`src/hdl/bsc_pkg.sv`:
```
// constants and types shared by the coupler self-test block
package bsc_pkg;
    // register byte addresses on the avalon slave
    localparam logic [3:0] ADDR_CTRL = 4'h0;
    localparam logic [3:0] ADDR_STAT = 4'h4;
    // control and status field positions
    localparam int CTRL_TS_BIT  = 0;
    localparam int STAT_CODE_LO = 0;
    localparam int STAT_POL_BIT = 2;
    localparam int STAT_FLT_BIT = 3;
    localparam int STAT_ERR_LO  = 4;
    localparam int STAT_BSY_BIT = 6;
    // status codes
    localparam logic [1:0] ST_FAULT = 2'h0;
    localparam logic [1:0] ST_ONE   = 2'h1;
    localparam logic [1:0] ST_TWO   = 2'h2;
    localparam logic [1:0] ST_NONE  = 2'h3;
    // coupler error limit and deleted transitions
    localparam logic [1:0] ERR_LIMIT  = 2'h3;
    localparam logic [1:0] SUPP_TRANS = 2'h2;
    // wraparound settle time after the inverted wordstring
    localparam int CLK_PERIOD_PS  = 8000;
    localparam int WRAP_DELAY_PS  = 750000;
    localparam int WRAP_DELAY_CYC = (WRAP_DELAY_PS + CLK_PERIOD_PS - 1) / CLK_PERIOD_PS;
    localparam logic [6:0] WRAP_DELAY_CNT = 7'(WRAP_DELAY_CYC);
    // reset values
    localparam logic [1:0] RST_STATUS = ST_NONE;
    // link-side observations from the stub transceiver
    typedef struct packed {
        logic tx_idle;       // transmit_idle_flag, high between wordstrings
        logic bus_quiet;     // bus quiet detected
        logic tx_doublet;    // pulse: valid doublet driven on transmit stub
        logic rx_doublet;    // pulse: valid doublet seen on wraparound
        logic wrap_inverted; // wraparound shows inverted doublet polarity
        logic quality_err;   // pulse: amplitude or symmetry problem
        logic unit_fault;    // pulse: error located in the unit itself
        logic tx_defect;     // level: own transmitter found defective
    } bsc_link_t;
    // test sequence states
    typedef enum logic [2:0] {
        T_IDLE,
        T_ARMED,
        T_PRIMED,
        T_RUN,
        T_DELAY
    } bsc_test_t;
endpackage : bsc_pkg

```
`src/hdl/bsc_selftest.sv`:
```
// coupler channel select, fault handling and built-in channel test
// Operation
// check wraparound quality on every transmission
// exactly one channel, chosen by doublet polarity
// unit-located errors swap but never count
// controller disables transmitters on recurring errors
// test uses ordinary wordstrings only
// test start inverts next complete wordstring
// busy at request: wait for next wordstring
// enter test only idle and last good
// test start clears status
// spare channel used on next wordstring
// results after end, quiet, then delay
// keep inverted if good, else revert
// code 3: incomplete, defective or disabled
// code 2: unit and both channels good
// code 1: one channel good only
// switch proven by wraparound polarity inversion
// code 0 fault stops transmit, test clears
// three unbroken changes enter coupler fault
// count mismatch toggles channel select
// quality problem deletes two manchester transitions
// controller holds idle flag low while sending
// two-bit status held until test/fault
// request line fall acts as test start
//
// The address map and register access over Avalon-MM were chosen for this implementation.
`timescale 1ns/100ps
`default_nettype none
module bsc_selftest
    import bsc_pkg::*;
#(
    parameter int CNT_W = 8
)(
    input  wire logic        i_clock,
    input  wire logic        i_rstn,
    input  wire logic [3:0]  i_avs_address,
    input  wire logic        i_avs_read,
    input  wire logic        i_avs_write,
    input  wire logic [31:0] i_avs_writedata,
    input  wire logic [3:0]  i_avs_byteenable,
    output var  logic [31:0] o_avs_readdata,
    output var  logic        o_avs_waitrequest,
    input  wire bsc_link_t   i_link,
    input  wire logic        i_test_request_line,
    input  wire logic        i_transmitter_enable_line,
    input  wire logic        i_power_trip,
    input  wire logic        i_manch,
    output var  logic        o_manch,
    output var  logic        o_polarity,
    output var  logic        o_tx_enable,
    output var  logic [1:0]  o_status
);
    bsc_test_t          test_ff;
    logic               wait_ff;
    logic               idle_d_ff;
    logic               req_d_ff;
    logic               ws_done_ff;
    logic [CNT_W-1:0]   tx_cnt_ff;
    logic [CNT_W-1:0]   rx_cnt_ff;
    logic               ws_err_ff;
    logic               unit_ff;
    logic               inv_seen_ff;
    logic               lock_ff;
    logic               last_bad_ff;
    logic [1:0]         err_cnt_ff;
    logic               fault_ff;
    logic               pol_ff;
    logic [1:0]         result_ff;
    logic [6:0]         dly_ff;
    logic [1:0]         supp_ff;
    logic               manch_ff;
    logic               manch_d_ff;
    logic               txen_ff;
    logic [1:0]         stat_ff;
    logic [31:0]        rdata_ff;

    logic ws_start;
    logic ws_end;
    logic decide;
    logic bad;
    logic ts_cmd;
    logic bus_take;
    logic test_busy;
    logic test_done;
    logic test_good;
    logic normal_swap;

    // wordstring boundaries come from the controller's idle flag
    assign ws_start = idle_d_ff & ~i_link.tx_idle;
    assign ws_end   = ~idle_d_ff & i_link.tx_idle;
    // channel decision only once the bus has gone quiet after the end
    assign decide   = ws_done_ff & i_link.bus_quiet & i_link.tx_idle;
    assign bad      = (tx_cnt_ff != rx_cnt_ff) | ws_err_ff;
    // a write lands at the edge where the master sees waitrequest low
    assign bus_take = (i_avs_read | i_avs_write) & ~wait_ff;
    assign ts_cmd   = (bus_take & i_avs_write & (i_avs_address == ADDR_CTRL)
                      & i_avs_byteenable[0] & i_avs_writedata[CTRL_TS_BIT])
                      | (req_d_ff & ~i_test_request_line);
    assign test_busy = (test_ff != T_IDLE);
    assign test_done = (test_ff == T_DELAY) & (dly_ff == 7'h00);
    // good inverted channel needs clean wraparound and proof of the switch
    assign test_good = ~last_bad_ff & inv_seen_ff;
    // the test owns polarity in T_RUN, so no normal swap then
    assign normal_swap = decide & bad & ~lock_ff
                         & (test_ff != T_RUN) & ~fault_ff;

    // bus slave: one wait cycle, then the answer
    always_ff @(posedge i_clock)
    begin
        if (!i_rstn)
            wait_ff <= 1'b1;
        else if ((i_avs_read | i_avs_write) & wait_ff)
            wait_ff <= 1'b0;
        else
            wait_ff <= 1'b1;
    end

    // read data; unmapped addresses read zero
    always_ff @(posedge i_clock)
    begin
        if (!i_rstn)
            rdata_ff <= 32'h0000_0000;
        else if (i_avs_read & wait_ff)
        begin
            rdata_ff <= 32'h0000_0000;
            if (i_avs_address == ADDR_STAT)
            begin
                rdata_ff[STAT_CODE_LO +: 2]  <= stat_ff;
                rdata_ff[STAT_POL_BIT]      <= pol_ff;
                rdata_ff[STAT_FLT_BIT]      <= fault_ff;
                rdata_ff[STAT_ERR_LO +: 2]   <= err_cnt_ff;
                rdata_ff[STAT_BSY_BIT]      <= test_busy;
            end
        end
    end

    // edge history for the idle flag and the request line
    always_ff @(posedge i_clock)
    begin
        if (!i_rstn)
        begin
            idle_d_ff <= 1'b1;
            req_d_ff  <= 1'b1;
        end
        else
        begin
            idle_d_ff <= i_link.tx_idle;
            req_d_ff  <= i_test_request_line;
        end
    end

    // wordstring ended, waiting for bus quiet before deciding
    always_ff @(posedge i_clock)
    begin
        if (!i_rstn)
            ws_done_ff <= 1'b0;
        else if (ws_start)
            ws_done_ff <= 1'b0;
        else if (ws_end)
            ws_done_ff <= 1'b1;
        else if (decide)
            ws_done_ff <= 1'b0;
    end

    // doublet counts; wraparound may lag the end, so rx counts on
    always_ff @(posedge i_clock)
    begin
        if (!i_rstn)
        begin
            tx_cnt_ff <= '0;
            rx_cnt_ff <= '0;
        end
        else if (ws_start)
        begin
            tx_cnt_ff <= CNT_W'(i_link.tx_doublet);
            rx_cnt_ff <= CNT_W'(i_link.rx_doublet);
        end
        else
        begin
            if (i_link.tx_doublet)
                tx_cnt_ff <= tx_cnt_ff + CNT_W'(1);
            if (i_link.rx_doublet)
                rx_cnt_ff <= rx_cnt_ff + CNT_W'(1);
        end
    end

    // per-wordstring sticky observations; an event wins over the clear
    always_ff @(posedge i_clock)
    begin
        if (!i_rstn)
        begin
            ws_err_ff   <= 1'b0;
            unit_ff     <= 1'b0;
            inv_seen_ff <= 1'b0;
        end
        else
        begin
            ws_err_ff   <= (ws_err_ff & ~ws_start) | i_link.quality_err;
            unit_ff     <= (unit_ff & ~ws_start) | i_link.unit_fault;
            inv_seen_ff <= (inv_seen_ff & ~ws_start)
                           | (i_link.wrap_inverted & ~i_link.tx_idle);
        end
    end

    // result of the last monitored wordstring
    always_ff @(posedge i_clock)
    begin
        if (!i_rstn)
            last_bad_ff <= 1'b0;
        else if (decide & ~lock_ff)
            last_bad_ff <= bad;
        else if (decide & (test_ff == T_RUN))
            last_bad_ff <= bad;
    end

    // coupler error counter, frozen on the first swapped wordstring
    always_ff @(posedge i_clock)
    begin
        if (!i_rstn)
        begin
            err_cnt_ff <= 2'h0;
            lock_ff    <= 1'b0;
        end
        else if (ts_cmd)
        begin
            err_cnt_ff <= 2'h0;
            lock_ff    <= 1'b0;
        end
        else if (decide)
        begin
            lock_ff <= normal_swap;
            if (normal_swap & ~unit_ff)
                err_cnt_ff <= err_cnt_ff + 2'h1;
            else if (~bad & ~lock_ff)
                err_cnt_ff <= 2'h0;
        end
    end

    // coupler fault: only a test start leaves it
    always_ff @(posedge i_clock)
    begin
        if (!i_rstn)
            fault_ff <= 1'b0;
        else if (ts_cmd)
            fault_ff <= 1'b0;
        else if (err_cnt_ff == ERR_LIMIT)
            fault_ff <= 1'b1;
    end

    // channel select; swaps wait for a gap between wordstrings, the revert at test_done does not
    always_ff @(posedge i_clock)
    begin
        if (!i_rstn)
            pol_ff <= 1'b0;
        else if ((test_ff == T_ARMED) & i_link.tx_idle & ~ws_done_ff
                 & ~last_bad_ff & ~fault_ff)
            pol_ff <= ~pol_ff;
        else if (test_done & ~test_good)
            pol_ff <= ~pol_ff;
        else if (normal_swap)
            pol_ff <= ~pol_ff;
    end

    // built-in test sequence
    always_ff @(posedge i_clock)
    begin
        if (!i_rstn)
            test_ff <= T_IDLE;
        else if (ts_cmd)
            test_ff <= T_ARMED;
        else
        begin
            case (test_ff)
                T_IDLE:
                    test_ff <= T_IDLE;
                T_ARMED:
                    if (i_link.tx_idle & ~ws_done_ff & ~last_bad_ff & ~fault_ff)
                        test_ff <= T_PRIMED;
                T_PRIMED:
                    if (ws_start)
                        test_ff <= T_RUN;
                T_RUN:
                    if (decide)
                        test_ff <= T_DELAY;
                T_DELAY:
                    if (dly_ff == 7'h00)
                        test_ff <= T_IDLE;
                default:
                    test_ff <= T_IDLE;
            endcase
        end
    end

    // wraparound settle delay after the quiet bus
    always_ff @(posedge i_clock)
    begin
        if (!i_rstn)
            dly_ff <= WRAP_DELAY_CNT;
        else if (test_ff != T_DELAY)
            dly_ff <= WRAP_DELAY_CNT;
        else if (dly_ff != 7'h00)
            dly_ff <= dly_ff - 7'h01;
    end

    // stored test result
    always_ff @(posedge i_clock)
    begin
        if (!i_rstn)
            result_ff <= RST_STATUS;
        else if (ts_cmd)
            result_ff <= ST_NONE;
        else if (test_done)
            result_ff <= test_good ? ST_TWO : ST_ONE;
    end

    // reported code; fault first, then anything that blocks the test
    always_ff @(posedge i_clock)
    begin
        if (!i_rstn)
            stat_ff <= RST_STATUS;
        else if (fault_ff & ~ts_cmd)
            stat_ff <= ST_FAULT;
        else if (ts_cmd | test_busy | i_link.tx_defect
                 | ~i_transmitter_enable_line | i_power_trip)
            stat_ff <= ST_NONE;
        else
            stat_ff <= result_ff;
    end

    // transmitter enable; fault stops all transmission
    always_ff @(posedge i_clock)
    begin
        if (!i_rstn)
            txen_ff <= 1'b0;
        else
            txen_ff <= i_transmitter_enable_line & ~i_power_trip & ~fault_ff;
    end

    // input history, so deletions count real transitions and not cycles
    always_ff @(posedge i_clock)
    begin
        if (!i_rstn)
            manch_d_ff <= 1'b0;
        else
            manch_d_ff <= i_manch;
    end

    // regenerated manchester; a problem deletes the next two transitions
    always_ff @(posedge i_clock)
    begin
        if (!i_rstn)
        begin
            supp_ff  <= 2'h0;
            manch_ff <= 1'b0;
        end
        else if (i_link.quality_err)
        begin
            supp_ff  <= SUPP_TRANS;
            manch_ff <= manch_ff;
        end
        else if (supp_ff != 2'h0)
        begin
            // output held while deleting; only an input edge uses one up
            if (i_manch != manch_d_ff)
                supp_ff <= supp_ff - 2'h1;
        end
        else
            manch_ff <= i_manch;
    end

    assign o_avs_readdata    = rdata_ff;
    assign o_avs_waitrequest = wait_ff;
    assign o_manch           = manch_ff;
    assign o_polarity        = pol_ff;
    assign o_tx_enable       = txen_ff;
    assign o_status          = stat_ff;

    fault_stops_tx_a: assert property (@(posedge i_clock) disable iff (!i_rstn)
        fault_ff |=> !o_tx_enable)
        else $error("transmitter on during coupler fault");
    fault_code_a: assert property (@(posedge i_clock) disable iff (!i_rstn)
        (fault_ff && !ts_cmd) |=> (o_status == ST_FAULT))
        else $error("fault code missing");
    pol_steady_a: assert property (@(posedge i_clock) disable iff (!i_rstn)
        (!i_link.tx_idle && !$past(i_link.tx_idle)) |-> $stable(o_polarity))
        else $error("polarity changed inside a wordstring");
    ts_clears_a: assert property (@(posedge i_clock) disable iff (!i_rstn)
        ts_cmd |=> (o_status == ST_NONE) && (result_ff == ST_NONE))
        else $error("test start did not clear status");
    err_limit_a: assert property (@(posedge i_clock) disable iff (!i_rstn)
        (err_cnt_ff == ERR_LIMIT && !ts_cmd) |=> fault_ff)
        else $error("three changes did not fault");
    unit_nocount_a: assert property (@(posedge i_clock) disable iff (!i_rstn)
        (decide && unit_ff && !ts_cmd) |=> $stable(err_cnt_ff))
        else $error("unit error counted");
    settle_time_a: assert property (@(posedge i_clock) disable iff (!i_rstn)
        (test_ff == T_RUN && decide && !ts_cmd) |=> (test_ff == T_DELAY)[*8])
        else $error("results too early");
    busy_no_test_a: assert property (@(posedge i_clock) disable iff (!i_rstn)
        (test_busy && !fault_ff) |=> (o_status == ST_NONE))
        else $error("code 3 missing while test runs");
    manch_hold_a: assert property (@(posedge i_clock) disable iff (!i_rstn)
        i_link.quality_err |=> $stable(o_manch))
        else $error("transition not deleted");
    swap_toggle_a: assert property (@(posedge i_clock) disable iff (!i_rstn)
        (normal_swap && test_ff != T_ARMED && !test_done) |=> (o_polarity != $past(o_polarity)))
        else $error("mismatch did not toggle channel");
endmodule : bsc_selftest
`default_nettype wire

```
`config.mk`:
```
export PLATFORM = sky130hd
export DESIGN_NAME = bsc_selftest
export DESIGN_NICKNAME = d
export VERILOG_FILES = /design/src/hdl/bsc_pkg.sv /design/src/hdl/bsc_selftest.sv
export SDC_FILE = /design/constraint.sdc
export NUM_CORES = 1
export LEC_CHECK = 0
export ABC_AREA = 0
export BUFFER_PORTS_ARGS = -buffer_cell sky130_fd_sc_hd__buf_4
export CORE_MARGIN = 3
export CORE_UTILIZATION = 35
export CTS_BUF_LIST = sky130_fd_sc_hd__clkbuf_2
export CTS_CLUSTER_DIAMETER = 120
export DETAILED_ROUTE_END_ITERATION = 12
export MAX_ROUTING_LAYER = met4
export PLACE_DENSITY_LB_ADDON = 0.08
export SLEW_MARGIN = 20
export SYNTH_ARGS = -nofsm -noshare
export SYNTH_HDL_FRONTEND = slang
export SYNTH_SLANG_ARGS = --single-unit
```
`constraint.sdc`:
```
create_clock -name i_clock -period 1.55 [get_ports i_clock]
set_input_delay 0.0775 -clock i_clock [delete_from_list [all_inputs] [get_ports i_clock]]
set_output_delay 0.0775 -clock i_clock [all_outputs]
set_load 0.01 [all_outputs]
```
# After elaboration in Yosys (flattened, before gate mapping)

Index checks and enable logic that the tools add are counted.

Register bits: 55
Output and inout bits: 38
Word-level logic and storage cells: 166

$add $sub $neg: 5
Equal/unequal tests: 18
Multiplexer cells: 27
Bitwise logic cells: 66
Reductions and logical operators: 23

Operator list:

| operator            | count |
|---|---|
| $and 1x1->1         | 37 |
| $not 1->1           | 19 |
| $add 8x1->8 const B | 2 |
| $mux 2              | 8 |
| $reduce_bool 2->1   | 8 |
| $mux 1              | 13 |
| $mux 3              | 4 |
| $pmux 3 s4          | 1 |
| $or 1x1->1          | 10 |
| $ne 3x2->1 const B  | 3 |
| $ne 3x3->1 const B  | 3 |
| $ne 8x8->1          | 1 |
| $reduce_and 2->1    | 4 |
| $reduce_and 4->1    | 2 |
| $reduce_or 2->1     | 4 |
| $logic_not 7->1     | 1 |
| $mux 7              | 1 |
| $reduce_bool 7->1   | 1 |
| $sub 7x1->7 const B | 1 |
| $eq 3x2->1 const B  | 2 |
| $reduce_bool 3->1   | 2 |
| $eq 4x3->1 const B  | 1 |
| $logic_not 4->1     | 1 |
| $ne 2x1->1 const B  | 2 |
| 7 further kinds     | 8 |

# Logic depth before layout (Yosys ltp)

Depth after elaboration: 13
Depth in mapped cells: 8
Mapped depth without buffers: 7

# Worst setup path after synthesis

Ideal clock, no wire load.

Path type: reg-to-reg
Start point: register rx_cnt_ff[2]
End point: register err_cnt_ff[1]
Setup time: 0.117 ns
Arrival time: 1.536 ns
Required time: 1.433 ns
Slack: -0.104 ns
Stages on the path, launching flop included: 6
Period minus slack after synthesis: 1.654 ns
Cell sequence: dfxtp_1 -> xor2_1 -> nor4_2 -> nand4_2 -> or3_1 -> a32o_1

Longest elaborated chain between the ends: 9
Elaborated cells between the ends (all ways): 12

RTL lines:

| what                               | line                | source |
|---|---|---|
| start, declared                    | bsc_selftest.sv:60  | `logic [CNT_W-1:0] rx_cnt_ff;` |
| start signal, assigned             | bsc_selftest.sv:177 | `rx_cnt_ff <= CNT_W'(i_link.rx_doublet);` |
| start signal, assigned             | bsc_selftest.sv:184 | `rx_cnt_ff <= rx_cnt_ff + CNT_W'(1);` |
| $ne 8x8->1 (*)                     | bsc_selftest.sv:94  | `assign bad = (tx_cnt_ff != rx_cnt_ff) \| ws_err_ff;` |
| $or 1x1->1 (*)                     | bsc_selftest.sv:94  |  |
| $and 1x1->1 (2 in series)          | bsc_selftest.sv:105 | `assign normal_swap = decide & bad & ~lock_ff` |
| $and 1x1->1 (2 in series)          | bsc_selftest.sv:106 | `& (test_ff != T_RUN) & ~fault_ff;` |
| $and 1x1->1                        | bsc_selftest.sv:233 | `if (normal_swap & ~unit_ff)` |
| $reduce_bool 2->1 (no source line) | n/a                 |  |
| $reduce_and 2->1 (no source line)  | n/a                 |  |
| end signal, assigned               | bsc_selftest.sv:234 | `err_cnt_ff <= err_cnt_ff + 2'h1;` |
| end, declared                      | bsc_selftest.sv:66  | `logic [1:0] err_cnt_ff;` |

Every way passes the cells marked *; elsewhere a longest branch is shown, timed or not.
A chain may end at the register's enable or synchronous reset.

# Worst setup path after layout

Start point: register dly_ff[4]
End point: register pol_ff, in the netlist o_polarity

Longest elaborated chain between the ends: 5
Elaborated cells between the ends (all ways): 6

RTL lines:

| what                   | line                | source |
|---|---|---|
| start, declared        | bsc_selftest.sv:70  | `logic [6:0] dly_ff;` |
| start signal, assigned | bsc_selftest.sv:303 | `dly_ff <= dly_ff - 7'h01;` |
| $logic_not 7->1 (*)    | bsc_selftest.sv:101 | `assign test_done = (test_ff == T_DELAY) & (dly_ff == 7'h00);` |
| $and 1x1->1 (*)        | bsc_selftest.sv:101 |  |
| $and 1x1->1 (*)        | bsc_selftest.sv:259 | `else if (test_done & ~test_good)` |
| $mux 1                 | bsc_selftest.sv:259 |  |
| $mux 1                 | bsc_selftest.sv:256 | `else if ((test_ff == T_ARMED) & i_link.tx_idle & ~ws_done_ff` |
| end signal, assigned   | bsc_selftest.sv:258 | `pol_ff <= ~pol_ff;` |
| end signal, assigned   | bsc_selftest.sv:260 | `pol_ff <= ~pol_ff;` |
| end signal, assigned   | bsc_selftest.sv:262 | `pol_ff <= ~pol_ff;` |
| end, declared          | bsc_selftest.sv:68  | `logic pol_ff;` |

Marked as above.

==> impl_metrics.yaml <==
finish:
  num_antenna_cells: 0
  multi_input_area_sq_um: 1470
  synthToLayoutAreaGrowth_pct: 36.3
  fillers: 693
  final_area_sq_um: 3530
  final_cell_count_no_fill: 474
  drive_gt1_share_pct: 30.2
  finalNetCount: 438
  regArea_sq_um: 1110
timing:
  setup_ws_ns: -0.103
  period_minus_slack_ns: 1.65
  slew_headroom_pct: 65.8
  max_freq_mhz: 605
  final-hold-violation-count: 0
  skew_ns: 0.0278
  final-max-slew-violation-count: 0
  worstMarginPinSlew_ns: 0.512
  setup_violations: 7
  tns_ns: -0.355
  period_share_pct: 107
  rsz0062_at_grt: "true"
synth:
  yosysWarnings: 0
  synth_edf_count: 0
  netlist-cell-type-count: 46
  yosysMostFrequentCell: "dfxtp_1"
  seq_area_frac_synth_pct: 42.5
  synth_area_leaders: "dfxtp_1, buf_4, xor2_1"
  ys_top_cells_by_count: "dfxtp_1, buf_4, nor2_1"
  yosys.area.top_type: "dfxtp_1"
  synth.avg_cell_area_sq_um: 9.06
  synth_top_cell_area_share_pct: 42.5
  synth_area_sq_um: 2590
  ys_ff_latch: 55
  ys.flop_type: "dfxtp_1"
  syn_inst: 286
  async_flop_share_pct: 0
clocking:
  clk_latency_ns: 0.45
  htree_levels: 2
  path_clk_slew_ns: 0.30
  numCtsBuffers: 5
  cts_num_sinks: 55
  root_buffer: "clkbuf_2"
  clock_path_buffers: 2
  cts_tree: "done"
drt:
  ant_nets: 0
  routed_wl_microns: 5640
  first_pass_iters: 4
  wl_per_cell_microns: 11.9
  drt_iter0_markers: 81
  drc_errors: 0
  viasPerCell: 4.53
  vias: 2146
pwr:
  power_frac_comb_pct: 15.4
  finalPower_mw: 2.43
  cellLeakagePower_nw: 1.50
  swShare_pct: 27.0
  power_density_nw_per_um2: 688
  irDropWorstVdd_uv: 393
  pwr-share-clk_pct: 23.9
  p_switching_mw: 0.657
  p_int_mw: 1.77
  seq_power_share_pct: 60.7
hold_path:
  hold_depth: 4
  hp-class: "input port to flop"
  hold_start: "i_transmitter_enable_line"
  min_to: "o_status[0]$_SDFF_PN1_"
die:
  die-height_microns: 92.1
  rows: 30
  io_pins: 94
  core-area_sq_um: 6980
  start_util_pct: 37.1
  dieWidth_microns: 92.1
  dieArea_sq_um: 8480
setup_path:
  cp-startpoint: "dly_ff[4]$_SDFFE_PP1P_"
  cp.arrival_ns: 2.03
  reg2reg_from: "dly_ff[4]$_SDFFE_PP1P_"
  crit_path_max_incr_delay_ns: 0.55
  crit_path_start_kind: "flop"
  cp_slowest_cell: "or4_4"
  critical_path_class: "flop to flop"
  path_buf_inv: 0
  r2r_cells: 5
  r2r_slack_ns: -0.10
  crit_chain: "or2_4 -> or4_4 -> nor3_4 -> a211oi_2 -> mux2i_1"
  cp.required_ns: 1.93
  crit_fanout: 2
  r2r-end: "o_polarity$_SDFFE_PN0P_"
  end_kind: "flop"
  critPathTopFamily: "simple AND/OR/NAND/NOR gates"
run_status:
  violations: "negative setup slack"
  outcome: "finished with violations"
grt:
  grt_max_degree: 31
  grt_pass1_vias: 1972
  antenna_found_initial: 0
  grt.total_usage_pct: 13.9
  gr-total-overflow: 0
  grt_first_pass_wirelength_microns: 9250
place:
  place_congestion: 0.737
  dp_hpwl_microns: 4010
  place_ws_ns: -0.0891
  dpl_cell_area_sq_um: 3110
  dp.cells: 443
  port_buffers: 34
flow_run:
  maxCapViolations: 0
[worst register-to-register path: stages, from the launching register on]
cell      delay, ns
dfxtp_2        0.39
or2_4          0.25
or4_4          0.55
nor3_4         0.20
a211oi_2       0.06
mux2i_1        0.13
[cells by family after synthesis]
group | count (synthesis) | synth area share, %
and+or+nand+nor | 113 | 25.1
DFF | 55 | 42.5
AOI/OAI and AO/OA | 43 | 10.1
buffers and inverters | 39 | 9.31
xor gates and xnor gates | 25 | 8.45
adders and majority gates | 5 | 2.41
muxes | 5 | 1.93
other | 1 | 0.145
[worst max path at each step]
stage,end,slack [ns],cells after the start
3_3_place_gp,err_cnt_ff[1]$_SDFFE_PP0P_,-0.09,5
6_report,o_polarity$_SDFFE_PN0P_,-0.10,5
2_1_floorplan,err_cnt_ff[1]$_SDFFE_PP0P_,-0.09,5
3_5_place_dp,err_cnt_ff[1]$_SDFFE_PP0P_,-0.09,5
5_1_grt,err_cnt_ff[1]$_SDFFE_PP0P_,-0.16,5
4_1_cts,err_cnt_ff[1]$_SDFFE_PP0P_,-0.1,5
[registers in the layout, summed over array words and instances, names as in the netlist, 2 cells and up]
| register | flops |
|---|---|
| dly_ff | 7 |
| err_cnt_ff | 2 |
| o_avs_readdata | 7 |
| o_status | 2 |
| result_ff | 2 |
| rx_cnt_ff | 8 |
| supp_ff | 2 |
| test_ff | 3 |
| tx_cnt_ff | 8 |
[layout make-up]
class | count | area share (%)
inverters | 6 | 0.637
repair buffers | 93 | 21.8
multi-input cells | 216 | 41.5
flip-flops and latches | 55 | 31.4
clock buffers | 6 | 0.850
clock inverters | 2 | 0.354
well taps | 96 | 3.40
[layout by cell type (no fill, tap or decap), types with 10 or more instances in the layout]
| master | instances |
|---|---|
| conb_1 | 25 |
| nor2b_1 | 18 |
| nand2_1 | 15 |
| nor2_1 | 23 |
| dlygate4sd3_1 | 19 |
| dfxtp_1 | 47 |
| a21oi_1 | 10 |
| xor2_1 | 15 |
| buf_4 | 67 |
[power groups by stage]
stage          Clock (mW)  Combinational (mW)  Sequential (mW)
2_1_floorplan           0               0.215             1.50
3_3_place_gp            0               0.309             1.50
3_5_place_dp            0               0.312             1.50
4_1_cts             0.619               0.366             1.47
5_1_grt             0.668               0.416             1.48
6_report            0.580               0.375             1.47
[metrics by stage]
step	hold WS [ns]	utilization, %
after global placement	0.268	44.6
final	0.0950	50.6
after floorplan	0.154	-
after global routing	0.0842	50.6
after detailed placement	0.264	44.6
after CTS	0.0581	49.7
[per-layer routing]
layer	up-vias	track usage [%]	wire length [microns]
li1	1112	-	-
met1	992	18.3	2680
met2	37	22.0	2710
met3	5	2.71	193
met4	0	3.71	54
met5	-	-	0
[timing repair]
item                                    in CTS  in global routing
gates cloned                                 0                  0
setup buffers                                3                  1
hold buffers                                19                  0
pin swaps                                   10                 12
endpoints found under the setup margin       8                 18
endpoints found under the hold margin       35                  0
gates resized for setup                     24                 19
Power figures use the tool's default switching activity.
